--- config.mk ---
export PLATFORM = sky130hd
export DESIGN_NAME = tcr_timer
export DESIGN_NICKNAME = d
export VERILOG_FILES = /design/src/hw/tcr_pkg.sv /design/src/hw/tcr_timer.sv /design/src/hw/tcr_sync.sv
export SDC_FILE = /design/constraint.sdc
export NUM_CORES = 1
export LEC_CHECK = 0
export BUFFER_PORTS_ARGS = -buffer_cell sky130_fd_sc_hd__clkbuf_2
export CAP_MARGIN = 10
export CELL_PAD_IN_SITES_DETAIL_PLACEMENT = 1
export CELL_PAD_IN_SITES_GLOBAL_PLACEMENT = 2
export CORE_AREA = 5 5 105 107
export DETAILED_ROUTE_END_ITERATION = 6
export DIE_AREA = 0 0 110 112
export PLACE_DENSITY = 0.91
export SETUP_SLACK_MARGIN = 0.1
export SLEW_MARGIN = 20
export SYNTH_ARGS = -nofsm -noshare
export SYNTH_HDL_FRONTEND = slang
export SYNTH_SLANG_ARGS = --single-unit
--- constraint.sdc ---
create_clock -name REF_CLK_I -period 3.9 [get_ports REF_CLK_I]
set_input_delay 0.195 -clock REF_CLK_I [delete_from_list [all_inputs] [get_ports REF_CLK_I]]
set_output_delay 0.195 -clock REF_CLK_I [all_outputs]
set_load 0.03 [all_outputs]
--- src/hw/tcr_pkg.sv ---
// constants for the timer 2 control register block
package tcr_pkg;
    // ****************************************
    // register addresses
    // ****************************************
    localparam logic [7:0] ADDR_CONTROL = 8'hc8;
    localparam logic [7:0] ADDR_RELOAD_LOW = 8'hca;
    localparam logic [7:0] ADDR_RELOAD_HIGH = 8'hcb;
    localparam logic [7:0] ADDR_COUNT_LOW = 8'hcc;
    localparam logic [7:0] ADDR_COUNT_HIGH = 8'hcd;
    // ****************************************
    // control fields and reset
    // ****************************************
    localparam int BIT_HIGH_FLAG = 7;
    localparam int BIT_LOW_FLAG = 6;
    localparam int BIT_LOW_IRQ_EN = 5;
    localparam int BIT_CAPTURE_EN = 4;
    localparam int BIT_SPLIT = 3;
    localparam int BIT_RUN = 2;
    localparam int BIT_SEL_HI = 1;
    localparam int BIT_SEL_LO = 0;
    localparam logic [7:0] CONTROL_RESET = 8'h00;
    localparam logic [7:0] BYTE_MAX = 8'hff;
    // ****************************************
    // selector codes and dividers
    // ****************************************
    localparam logic [1:0] SEL_DIV12_A = 2'h0;
    localparam logic [1:0] SEL_COMPARATOR = 2'h1;
    localparam logic [1:0] SEL_DIV12_B = 2'h2;
    localparam logic [1:0] SEL_LF_DIV8 = 2'h3;
    localparam int SYS_DIVIDE = 12;
    localparam int LF_DIVIDE = 8;
endpackage

--- src/hw/tcr_timer.sv ---
// timer 2 control register with counter, reload pair and clock selection
`timescale 1ns/1ns
module tcr_timer
    import tcr_pkg::*;
#(
    parameter int SYS_DIV = SYS_DIVIDE,
    parameter int LF_DIV = LF_DIVIDE
)
(
    input wire logic REF_CLK_I,
    input wire logic RST_I,
    input wire logic [7:0] SFR_ADDR_I,
    input wire logic SFR_WR_I,
    input wire logic [7:0] SFR_WDATA_I,
    input wire logic SFR_BIT_WR_I,
    input wire logic [2:0] SFR_BIT_SEL_I,
    input wire logic SFR_BIT_VAL_I,
    input wire logic SFR_RD_I,
    output logic [7:0] SFR_RDATA_O,
    input wire logic UPPER_BYTE_CLOCK_SELECT_I,
    input wire logic LOWER_BYTE_CLOCK_SELECT_I,
    input wire logic TIMER_IRQ_ENABLE_I,
    input wire logic COMPARATOR0_I,
    input wire logic LF_OSC_I,
    output logic TIMER_IRQ_O
);
    generate
        if (SYS_DIV < 2 || SYS_DIV > 15 || LF_DIV < 2 || LF_DIV > 8)
        begin : g_bad_div
            $error("tcr_timer: divider parameter out of range");
        end
    endgenerate

    localparam logic [3:0] SYS_LAST = 4'(SYS_DIV - 1);
    localparam logic [2:0] LF_LAST = 3'(LF_DIV - 1);

    logic [7:0] ctl_r;
    logic [7:0] ctl_wr;
    logic [7:0] cnt_l_r;
    logic [7:0] cnt_h_r;
    logic [7:0] rl_l_r;
    logic [7:0] rl_h_r;
    logic [3:0] div_r;
    logic [2:0] lf_cnt_r;
    logic div_tick;
    logic lf8_tick;
    logic cmp_rise;
    logic lf_rise;
    logic alt_tick;
    logic cap_evt;
    logic tick_l;
    logic tick_h;
    logic inc_l;
    logic inc_h;
    logic ovf_l;
    logic ovf_h;
    logic ctl_sel;
    logic split;
    logic run;

    assign ctl_sel = (SFR_ADDR_I == ADDR_CONTROL);
    assign split = ctl_r[BIT_SPLIT];
    assign run = ctl_r[BIT_RUN];

    // ****************************************
    // clock sources
    // ****************************************
    tcr_sync u_sync_cmp
    (
        .clk_i(REF_CLK_I),
        .rst_i(RST_I),
        .async_i(COMPARATOR0_I),
        .level_o(),
        .rise_o(cmp_rise)
    );

    tcr_sync u_sync_lf
    (
        .clk_i(REF_CLK_I),
        .rst_i(RST_I),
        .async_i(LF_OSC_I),
        .level_o(),
        .rise_o(lf_rise)
    );

    always_ff @(posedge REF_CLK_I)
    begin
        if (RST_I)
        begin
            div_r <= 4'h0;
        end
        else
        begin
            div_r <= div_tick ? 4'h0 : div_r + 4'h1;
        end
    end

    always_ff @(posedge REF_CLK_I)
    begin
        if (RST_I)
        begin
            lf_cnt_r <= 3'h0;
        end
        else if (lf_rise)
        begin
            lf_cnt_r <= lf8_tick ? 3'h0 : lf_cnt_r + 3'h1;
        end
    end

    assign div_tick = (div_r == SYS_LAST);
    assign lf8_tick = lf_rise && (lf_cnt_r == LF_LAST);

    always_comb
    begin
        case (ctl_r[BIT_SEL_HI:BIT_SEL_LO])
            SEL_DIV12_A: alt_tick = div_tick;
            SEL_COMPARATOR: alt_tick = cmp_rise;
            SEL_DIV12_B: alt_tick = div_tick;
            SEL_LF_DIV8: alt_tick = lf8_tick;
            default: alt_tick = div_tick;
        endcase
    end

    // trigger source shares the selector, upper bit picks comparator
    assign cap_evt = ctl_r[BIT_CAPTURE_EN] &&
        (ctl_r[BIT_SEL_HI] ? cmp_rise : lf8_tick);
    // in 16-bit mode the whole counter follows the lower byte select
    assign tick_l = LOWER_BYTE_CLOCK_SELECT_I || alt_tick;
    assign tick_h = UPPER_BYTE_CLOCK_SELECT_I || alt_tick;

    // ****************************************
    // counting
    // ****************************************
    assign inc_l = split ? tick_l : (run && tick_l);
    assign inc_h = split ? (run && tick_h) : (inc_l && cnt_l_r == BYTE_MAX);
    assign ovf_l = inc_l && (cnt_l_r == BYTE_MAX);
    assign ovf_h = inc_h && (cnt_h_r == BYTE_MAX);

    // a software write to a counter byte wins over the step
    always_ff @(posedge REF_CLK_I)
    begin
        if (RST_I)
        begin
            cnt_l_r <= 8'h00;
        end
        else if (SFR_WR_I && SFR_ADDR_I == ADDR_COUNT_LOW)
        begin
            cnt_l_r <= SFR_WDATA_I;
        end
        else if (ovf_l)
        begin
            cnt_l_r <= (split || ovf_h) ? rl_l_r : 8'h00;
        end
        else if (inc_l)
        begin
            cnt_l_r <= cnt_l_r + 8'h01;
        end
    end

    always_ff @(posedge REF_CLK_I)
    begin
        if (RST_I)
        begin
            cnt_h_r <= 8'h00;
        end
        else if (SFR_WR_I && SFR_ADDR_I == ADDR_COUNT_HIGH)
        begin
            cnt_h_r <= SFR_WDATA_I;
        end
        else if (ovf_h)
        begin
            cnt_h_r <= rl_h_r;
        end
        else if (inc_h)
        begin
            cnt_h_r <= cnt_h_r + 8'h01;
        end
    end

    // capture beats a simultaneous software write to the reload pair
    always_ff @(posedge REF_CLK_I)
    begin
        if (RST_I)
        begin
            rl_l_r <= 8'h00;
            rl_h_r <= 8'h00;
        end
        else if (cap_evt)
        begin
            rl_l_r <= cnt_l_r;
            rl_h_r <= cnt_h_r;
        end
        else if (SFR_WR_I)
        begin
            if (SFR_ADDR_I == ADDR_RELOAD_LOW)
            begin
                rl_l_r <= SFR_WDATA_I;
            end
            if (SFR_ADDR_I == ADDR_RELOAD_HIGH)
            begin
                rl_h_r <= SFR_WDATA_I;
            end
        end
    end

    // ****************************************
    // control register
    // ****************************************
    always_comb
    begin
        ctl_wr = ctl_r;
        if (ctl_sel && SFR_WR_I)
        begin
            ctl_wr = SFR_WDATA_I;
        end
        else if (ctl_sel && SFR_BIT_WR_I)
        begin
            ctl_wr[SFR_BIT_SEL_I] = SFR_BIT_VAL_I;
        end
    end

    // hardware only sets the flags, and a set beats a clearing write
    always_ff @(posedge REF_CLK_I)
    begin
        if (RST_I)
        begin
            ctl_r <= CONTROL_RESET;
        end
        else
        begin
            ctl_r <= ctl_wr;
            ctl_r[BIT_HIGH_FLAG] <= ctl_wr[BIT_HIGH_FLAG] || ovf_h || cap_evt;
            ctl_r[BIT_LOW_FLAG] <= ctl_wr[BIT_LOW_FLAG] || ovf_l;
        end
    end

    assign TIMER_IRQ_O = TIMER_IRQ_ENABLE_I && (ctl_r[BIT_HIGH_FLAG] ||
        (ctl_r[BIT_LOW_FLAG] && ctl_r[BIT_LOW_IRQ_EN]));

    // ****************************************
    // read port
    // ****************************************
    always_ff @(posedge REF_CLK_I)
    begin
        if (RST_I)
        begin
            SFR_RDATA_O <= 8'h00;
        end
        else if (SFR_RD_I)
        begin
            case (SFR_ADDR_I)
                ADDR_CONTROL: SFR_RDATA_O <= ctl_r;
                ADDR_RELOAD_LOW: SFR_RDATA_O <= rl_l_r;
                ADDR_RELOAD_HIGH: SFR_RDATA_O <= rl_h_r;
                ADDR_COUNT_LOW: SFR_RDATA_O <= cnt_l_r;
                ADDR_COUNT_HIGH: SFR_RDATA_O <= cnt_h_r;
                default: SFR_RDATA_O <= 8'h00;
            endcase
        end
    end

    logic ctl_touch;
    logic cnt_touch;
    assign ctl_touch = ctl_sel && (SFR_WR_I || SFR_BIT_WR_I);
    assign cnt_touch = SFR_WR_I &&
        (SFR_ADDR_I == ADDR_COUNT_LOW || SFR_ADDR_I == ADDR_COUNT_HIGH);
endmodule

--- src/hw/tcr_sync.sv ---
// three-stage synchroniser with settled level and rising-edge pulse
`timescale 1ns/1ns
module tcr_sync
(
    input wire logic clk_i,
    input wire logic rst_i,
    input wire logic async_i,
    output logic level_o,
    output logic rise_o
);
    logic ff1_r;
    logic ff2_r;
    logic ff3_r;

    // ****************************************
    // stages
    // ****************************************
    always_ff @(posedge clk_i)
    begin
        if (rst_i)
        begin
            ff1_r <= 1'b0;
            ff2_r <= 1'b0;
            ff3_r <= 1'b0;
        end
        else
        begin
            ff1_r <= async_i;
            ff2_r <= ff1_r;
            ff3_r <= ff2_r;
        end
    end

    // level moves only once stages two and three agree
    always_ff @(posedge clk_i)
    begin
        if (rst_i)
        begin
            level_o <= 1'b0;
            rise_o <= 1'b0;
        end
        else
        begin
            if (ff2_r == ff3_r)
            begin
                level_o <= ff3_r;
            end
            rise_o <= (ff2_r == ff3_r) && ff3_r && !level_o;
        end
    end
endmodule

==> flow_summary.toml, run 1 <==
[drt]
vias_per_cell = 5.94
post_drt_wl_per_cell_microns = 19.7
ant_nets = 0
vias = 3574
routed_wl_microns = 11900
drt_iter0_markers = 309
first_pass_iters = 5
drcViolationCount = 0

[timing]
finalSetupViolations = 0
whs_ns = 0.0350
hold_violations = 0
setup_tns_ns = 0
rsz0062_at_grt = "no"
worst_slew_pin_slew_ns = 1.02
drv_slew = 0
fmax_mhz = 409
period_share = 0.628
slew_headroom = 0.317
finClkSkew_ns = 0.0192
layout_min_cycle_time_ns = 2.45

[grt]
grt_pass1_wl_microns = 19300
use_met2 = 0.318
track_usage = 0.202
met3_usage = 0.0383
grt_max_degree = 45
grt_pass1_vias = 3612
busiest_layer = "met2"
antenna_found_initial = 0
use_met1 = 0.275
grt_overflow = 0

[synthesis]
synth_most_common_cell = "dfxtp_1"
synth_cells = 443
synthFlopType = "dfxtp_1"
synthTopCellsByCount = "dfxtp_1 (65), nor2_1 (62), nand2_1 (41)"
yosysWarnings = 0
syn-mean-instance-area_sq_um = 8.28
ys_seq_area_frac = 0.355
syn_nets = 480
synth_edf_count = 0
synth_top_area_frac = 0.355
synth_area_leaders = "dfxtp_1 (35%), nor2_1 (6.3%), a311oi_1 (5.3%), nand2_1 (4.2%), a21oi_1 (3.1%)"
synth_top_area_cell = "dfxtp_1"
synth-seq-cells = 65
synthArstFlopShare = 0
synth_cell_type_count = 62
netlist_area_sq_um = 3670

[critical_path]
path_max_fanout = 14
max_stage_delay_ns = 0.67
end_kind = "flip-flop"
cp_top_family = "compound AO/OA/AOI/OAI gates"
crit_slowest_cell = "a41oi_2"
critPathKind = "reg -> reg"
cp-start-kind = "flip-flop"
cp.arrival_ns = 2.74
cp_cell_sequence = "ha_1, ha_1, nand4_1, a41oi_2, nand4_1, nor4b_1, a21oi_1, a21oi_1"
critPathBufInv = 0
required_ns = 4.19

[floorplan]
ioPinCount = 39
initial_core_util = 0.365
die-width_microns = 110
die_h_microns = 112
die_area_sq_um = 12300
core_sq_um = 10000
rows = 37

[placed_design]
gp_congestion = 0.862
hpwl_microns = 8510
place_inst = 586
port_buffers = 38

[cells_and_area]
area_growth_pct = 10.7
antennaDiodeCount = 0
final_layout_size_suffix_gt1_frac = 0.155
layout.cells.non_filler = 602
fin_nets = 498

[hold_path]
hold_class = "in -> reg"

[clocking]
cts-root-buf = "clkbuf_8"
post_cts_resized = 0
postCtsSetupBuffers = 0
clock_path_buffers = 2
h-tree-depth = 3
cts_sinks = 65
cts_made_buffers = 9
cts_tree = "built"
clk_pin_slew_worst_paths_ns = 0.09
hold_buffers = 0
clock_latency_ns = 0.37

[outcome]
outcome = "finished, final reports clean"

[flow_run]
timing.max_cap.violations = 0

[pwr]
irDropWorstVdd_mv = 0.157
power_leakage_nw = 1.44
powerDensity_nw_per_um2 = 326
-- layout make-up --
type                       instances  area, sq um
clock inverter                     6         43.8
multi-input combinational        339         2180
timing repair buffer              39          198
clock buffer                      10          138
sequential                        65         1300
tap                              136          170
inverter                           7         26.3
fill                            1243         5990
-- layout by cell type (no fill, tap or decap), types with 3 or more instances in the layout --
cell type / Yosys / routed
ha_1: 7 / 7
xnor2_1: 3 / 3
a222oi_1: 5 / 5
nor4_4: 3 / 3
a21boi_0: 3 / 3
clkbuf_8: 0 / 10
xor2_1: 5 / 5
a21oi_1: 23 / 23
nor2b_1: 9 / 9
mux2i_1: 9 / 9
o21ai_0: 18 / 18
nand4_1: 7 / 7
nor3_1: 7 / 7
o22ai_1: 3 / 3
nor2_1: 62 / 62
nand3_1: 23 / 23
nand2b_1: 11 / 11
and4_1: 3 / 3
a211oi_1: 6 / 6
and3_1: 4 / 4
nor4_1: 3 / 3
a22oi_1: 15 / 15
clkbuf_2: 0 / 38
inv_1: 6 / 6
nand2_1: 41 / 40
dfxtp_1: 65 / 65
a311oi_1: 22 / 22
nor3b_1: 4 / 4
a22o_1: 5 / 5
nand3b_1: 4 / 4
clkinvlp_4: 0 / 4
-- worst paths after layout --
path	startpoint	endpoint	slack, ns	depth (start not counted)
setup / recovery	lf_cnt_r[0]	cnt_l_r[7]	1.45	8
hold / removal	COMPARATOR0_I	u_sync_cmp.ff1_r	0.03	2
setup reg to reg	lf_cnt_r[0]	cnt_l_r[7]	1.45	8
hold reg to reg	u_sync_cmp.level_o	u_sync_cmp.rise_o	0.42	1
-- kinds of logic (layout without fill, tap and decap cells) --
group / count (synthesis) / count (layout) / synth area share
adders and majority gates: 7 / 7 / 0.0239
and+or+nand+nor: 194 / 194 / 0.285
muxes: 10 / 10 / 0.0276
DFF: 65 / 65 / 0.355
buffers and inverters: 39 / 62 / 0.0508
xor gates and xnor gates: 8 / 8 / 0.0191
AOI/OAI and AO/OA: 120 / 120 / 0.239
-- state kept, by name (all words and copies together), names as in the netlist, 3 cells and up --
name,flops
cnt_l_r,8
rl_l_r,8
div_r,4
rl_h_r,8
ctl_r,8
cnt_h_r,8
SFR_RDATA_O,8
lf_cnt_r,3
-- per-layer routing --
layer	vias up	wire, microns
met1	1759	5290
met5	-	0
met2	114	5640
met4	0	239
li1	1684	-
met3	17	691
-- power breakdown --
| part | switching [mW] | internal [mW] |
|---|---|---|
| Combinational | 0.0680 | 0.0318 |
| Clock | 0.295 | 0.247 |
| Sequential | 0.00680 | 0.674 |
-- metrics by stage --
step / worst slack [ns] / utilization / power [mW] / area, sq um
after floorplan: 1.96 / - / 0.749 / 3670
after global placement: 1.36 / 0.386 / 0.792 / 3870
after detailed placement: 1.26 / 0.386 / 0.796 / 3870
after CTS: 1.39 / 0.404 / 1.33 / 4060
after global routing: 1.18 / 0.404 / 1.37 / 4060
final: 1.45 / 0.404 / 1.32 / 4060
Power figures use the tool's default switching activity.
==> run 2: changes to the inputs <==
--- a/config.mk
+++ b/config.mk
@@ -9,10 +9,10 @@
 export CAP_MARGIN = 10
 export CELL_PAD_IN_SITES_DETAIL_PLACEMENT = 1
 export CELL_PAD_IN_SITES_GLOBAL_PLACEMENT = 2
-export CORE_AREA = 5 5 105 107
+export CORE_AREA = 5 5 114 116
 export DETAILED_ROUTE_END_ITERATION = 6
-export DIE_AREA = 0 0 110 112
-export PLACE_DENSITY = 0.91
+export DIE_AREA = 0 0 119 121
+export PLACE_DENSITY = 0.82
 export SETUP_SLACK_MARGIN = 0.1
 export SLEW_MARGIN = 20
 export SYNTH_ARGS = -nofsm -noshare
==> constraint.sdc (replaced) <==
create_clock -name REF_CLK_I -period 2.11 [get_ports REF_CLK_I]
set_input_delay 0.1055 -clock REF_CLK_I [delete_from_list [all_inputs] [get_ports REF_CLK_I]]
set_output_delay 0.1055 -clock REF_CLK_I [all_outputs]
set_load 0.03 [all_outputs]
==> flow_summary.toml, run 2 (synthesis results as in run 1) <==
[pwr]
p_int_mw = 2.35
power_leakage_nw = 1.69
power_switching_uw = 731
powerDensity_nw_per_um2 = 670
p_total_mw = 3.08
combPwrFrac = 0.066
power_frac_seq = 0.409
irDropWorstVdd_mv = 0.347
p_clk_frac = 0.525
p_sw_frac = 0.237

[timing]
period_share = 0.950
finalWorstSetupSlack_ns = 0.105
finClkSkew_ns = 0.00708
layout_min_cycle_time_ns = 2.01
fmax_mhz = 499
setup_tns_ns = 0
slew_headroom = 0.592
drv_slew = 0
finalSetupViolations = 0
worst_slew_pin_slew_ns = 0.608
hold_violations = 0
rsz0062_at_grt = "yes"
whs_ns = 0.140

[cells_and_area]
area_growth_pct = 25.3
postLayoutCoreUtil = 0.389
fin_nets = 533
layout_commonest_cell = "nor2_1"
final_area_sq_um = 4590
final_cell_mix = "nor2_1 (62), dfxtp_1 (61), nand2_1 (41)"
layout.cells.non_filler = 648
nFillCells = 1416
final_layout_size_suffix_gt1_frac = 0.238
antennaDiodeCount = 0

[grt]
grt_overflow = 0
track_usage = 0.184
grt_max_degree = 34
grt_pass1_vias = 3969
grt_pass1_wl_microns = 21000
antenna_found_initial = 0

[floorplan]
initial_core_util = 0.310
rows = 40
die_h_microns = 121
die_area_sq_um = 14400
ioPinCount = 39
core_sq_um = 11800
die-width_microns = 119

[outcome]
outcome = "finished, final reports clean"

[clocking]
clock_latency_ns = 0.34
clk_pin_slew_worst_paths_ns = 0.06
clock_path_buffers = 2
h-tree-depth = 3
cts-root-buf = "clkbuf_16"
cts_sinks = 65
cts_made_buffers = 9
cts_tree = "built"

[critical_path]
cp_top_family = "compound AO/OA/AOI/OAI gates"
rrSetupSlack_ns = 0.10
path_max_fanout = 6
critPathLaunch = "div_r[0]"
reg2regPathDepth = 7
cp.arrival_ns = 2.23
critPathBufInv = 1
r2r_start = "div_r[0]"
endpoint = "cnt_l_r[7]"
crit_slowest_cell = "a41oi_4"
cp_cell_sequence = "ha_2, nand4bb_4, a41oi_4, nand4_1, buf_4, o211ai_1, a21oi_1"
r2r-end = "cnt_l_r[7]"
cp-start-kind = "flip-flop"
critPathKind = "reg -> reg"
required_ns = 2.33
max_stage_delay_ns = 0.40
end_kind = "flip-flop"
path_depth = 7

[drt]
vias_per_cell = 5.69
first_pass_iters = 5
drcViolationCount = 0
ant_nets = 0
vias = 3687
routed_wl_microns = 13000
post_drt_wl_per_cell_microns = 20.1
drt_iter0_markers = 257

[flow_run]
timing.max_cap.violations = 0

[placed_design]
post_dp_cell_area_sq_um = 4100
gp_congestion = 0.864
hpwl_microns = 9360
place_inst = 623
place_ws_ns = -0.0795
port_buffers = 38

[hold_path]
hold_class = "in -> reg"
[run 2: cell types whose count changed in the layout (fill, tap and decap cells not counted), moves of 2 or more]
cell           previous run  this run
clkinvlp_4                4         1
bufinv_16                 0         2
clkbuf_16                 0         9
dfxtp_1                  65        61
buf_4                     1        31
dlygate4sd3_1             0         2
clkbuf_8                 10         0
ha_4                      0         2
ha_1                      7         4
dfxtp_2                   0         4
[run 2: layer usage]
metal | track usage | up-vias | part of all wire
met4 | 0.0579 | 0 | 0.019
li1 | - | 1755 | -
met2 | 0.320 | 97 | 0.50
met3 | 0.0350 | 20 | 0.046
met1 | 0.230 | 1815 | 0.43
met5 | 0 | - | 0
[run 2: worst min path at each step]
stage,start,to,slack [ns],depth (start not counted)
final,SFR_BIT_SEL_I[1],ctl_r[2],0.14,3
after global routing,SFR_WDATA_I[2],cnt_h_r[2],0.15,3
after CTS,SFR_BIT_SEL_I[1],ctl_r[2],0.13,3
after detailed placement,COMPARATOR0_I,u_sync_cmp.ff1_r,0.33,2
after global placement,COMPARATOR0_I,u_sync_cmp.ff1_r,0.32,2
after floorplan,COMPARATOR0_I,u_sync_cmp.ff1_r,0.23,1
[run 2: worst min-delay path, delay by kind of cell]
family,cells,cell delay (ns)
AND/OR/NAND/NOR,1,0.11
AO/OA/AOI/OAI,1,0.06
buffers and inverters,1,0.15
[run 2: final cells by class]
type / count / area, sq um / area share
flip-flops and latches: 65 / 1310 / 0.284
multi-input cells: 340 / 2280 / 0.497
clock buffers: 9 / 225 / 0.0490
clock inverters: 7 / 95.1 / 0.0207
repair buffers: 73 / 474 / 0.103
inverters: 7 / 26.3 / 0.00572
well taps: 147 / 184 / 0.0400
[run 2: power by group through the flow]
| stage | Clock, mW | Combinational, mW | Sequential (mW) |
|---|---|---|---|
| 2_1_floorplan | 0 | 0.0881 | 1.30 |
| 3_3_place_gp | 0 | 0.191 | 1.29 |
| 3_5_place_dp | 0 | 0.196 | 1.29 |
| 4_1_cts | 1.64 | 0.200 | 1.26 |
| 5_1_grt | 1.70 | 0.219 | 1.26 |
| 6_report | 1.62 | 0.203 | 1.26 |
[run 2: what timing repair did]
| action | 4_1_cts | 5_1_grt |
|---|---|---|
| buffers inserted | 5 | 1 |
| gates cloned | 0 | 1 |
| resized for setup | 9 | 11 |
| pin swaps | 4 | 15 |
| endpoints found under the hold margin | 2 | 0 |
| hold buffers | 2 | 0 |
| setup endpoints to repair | 6 | 12 |
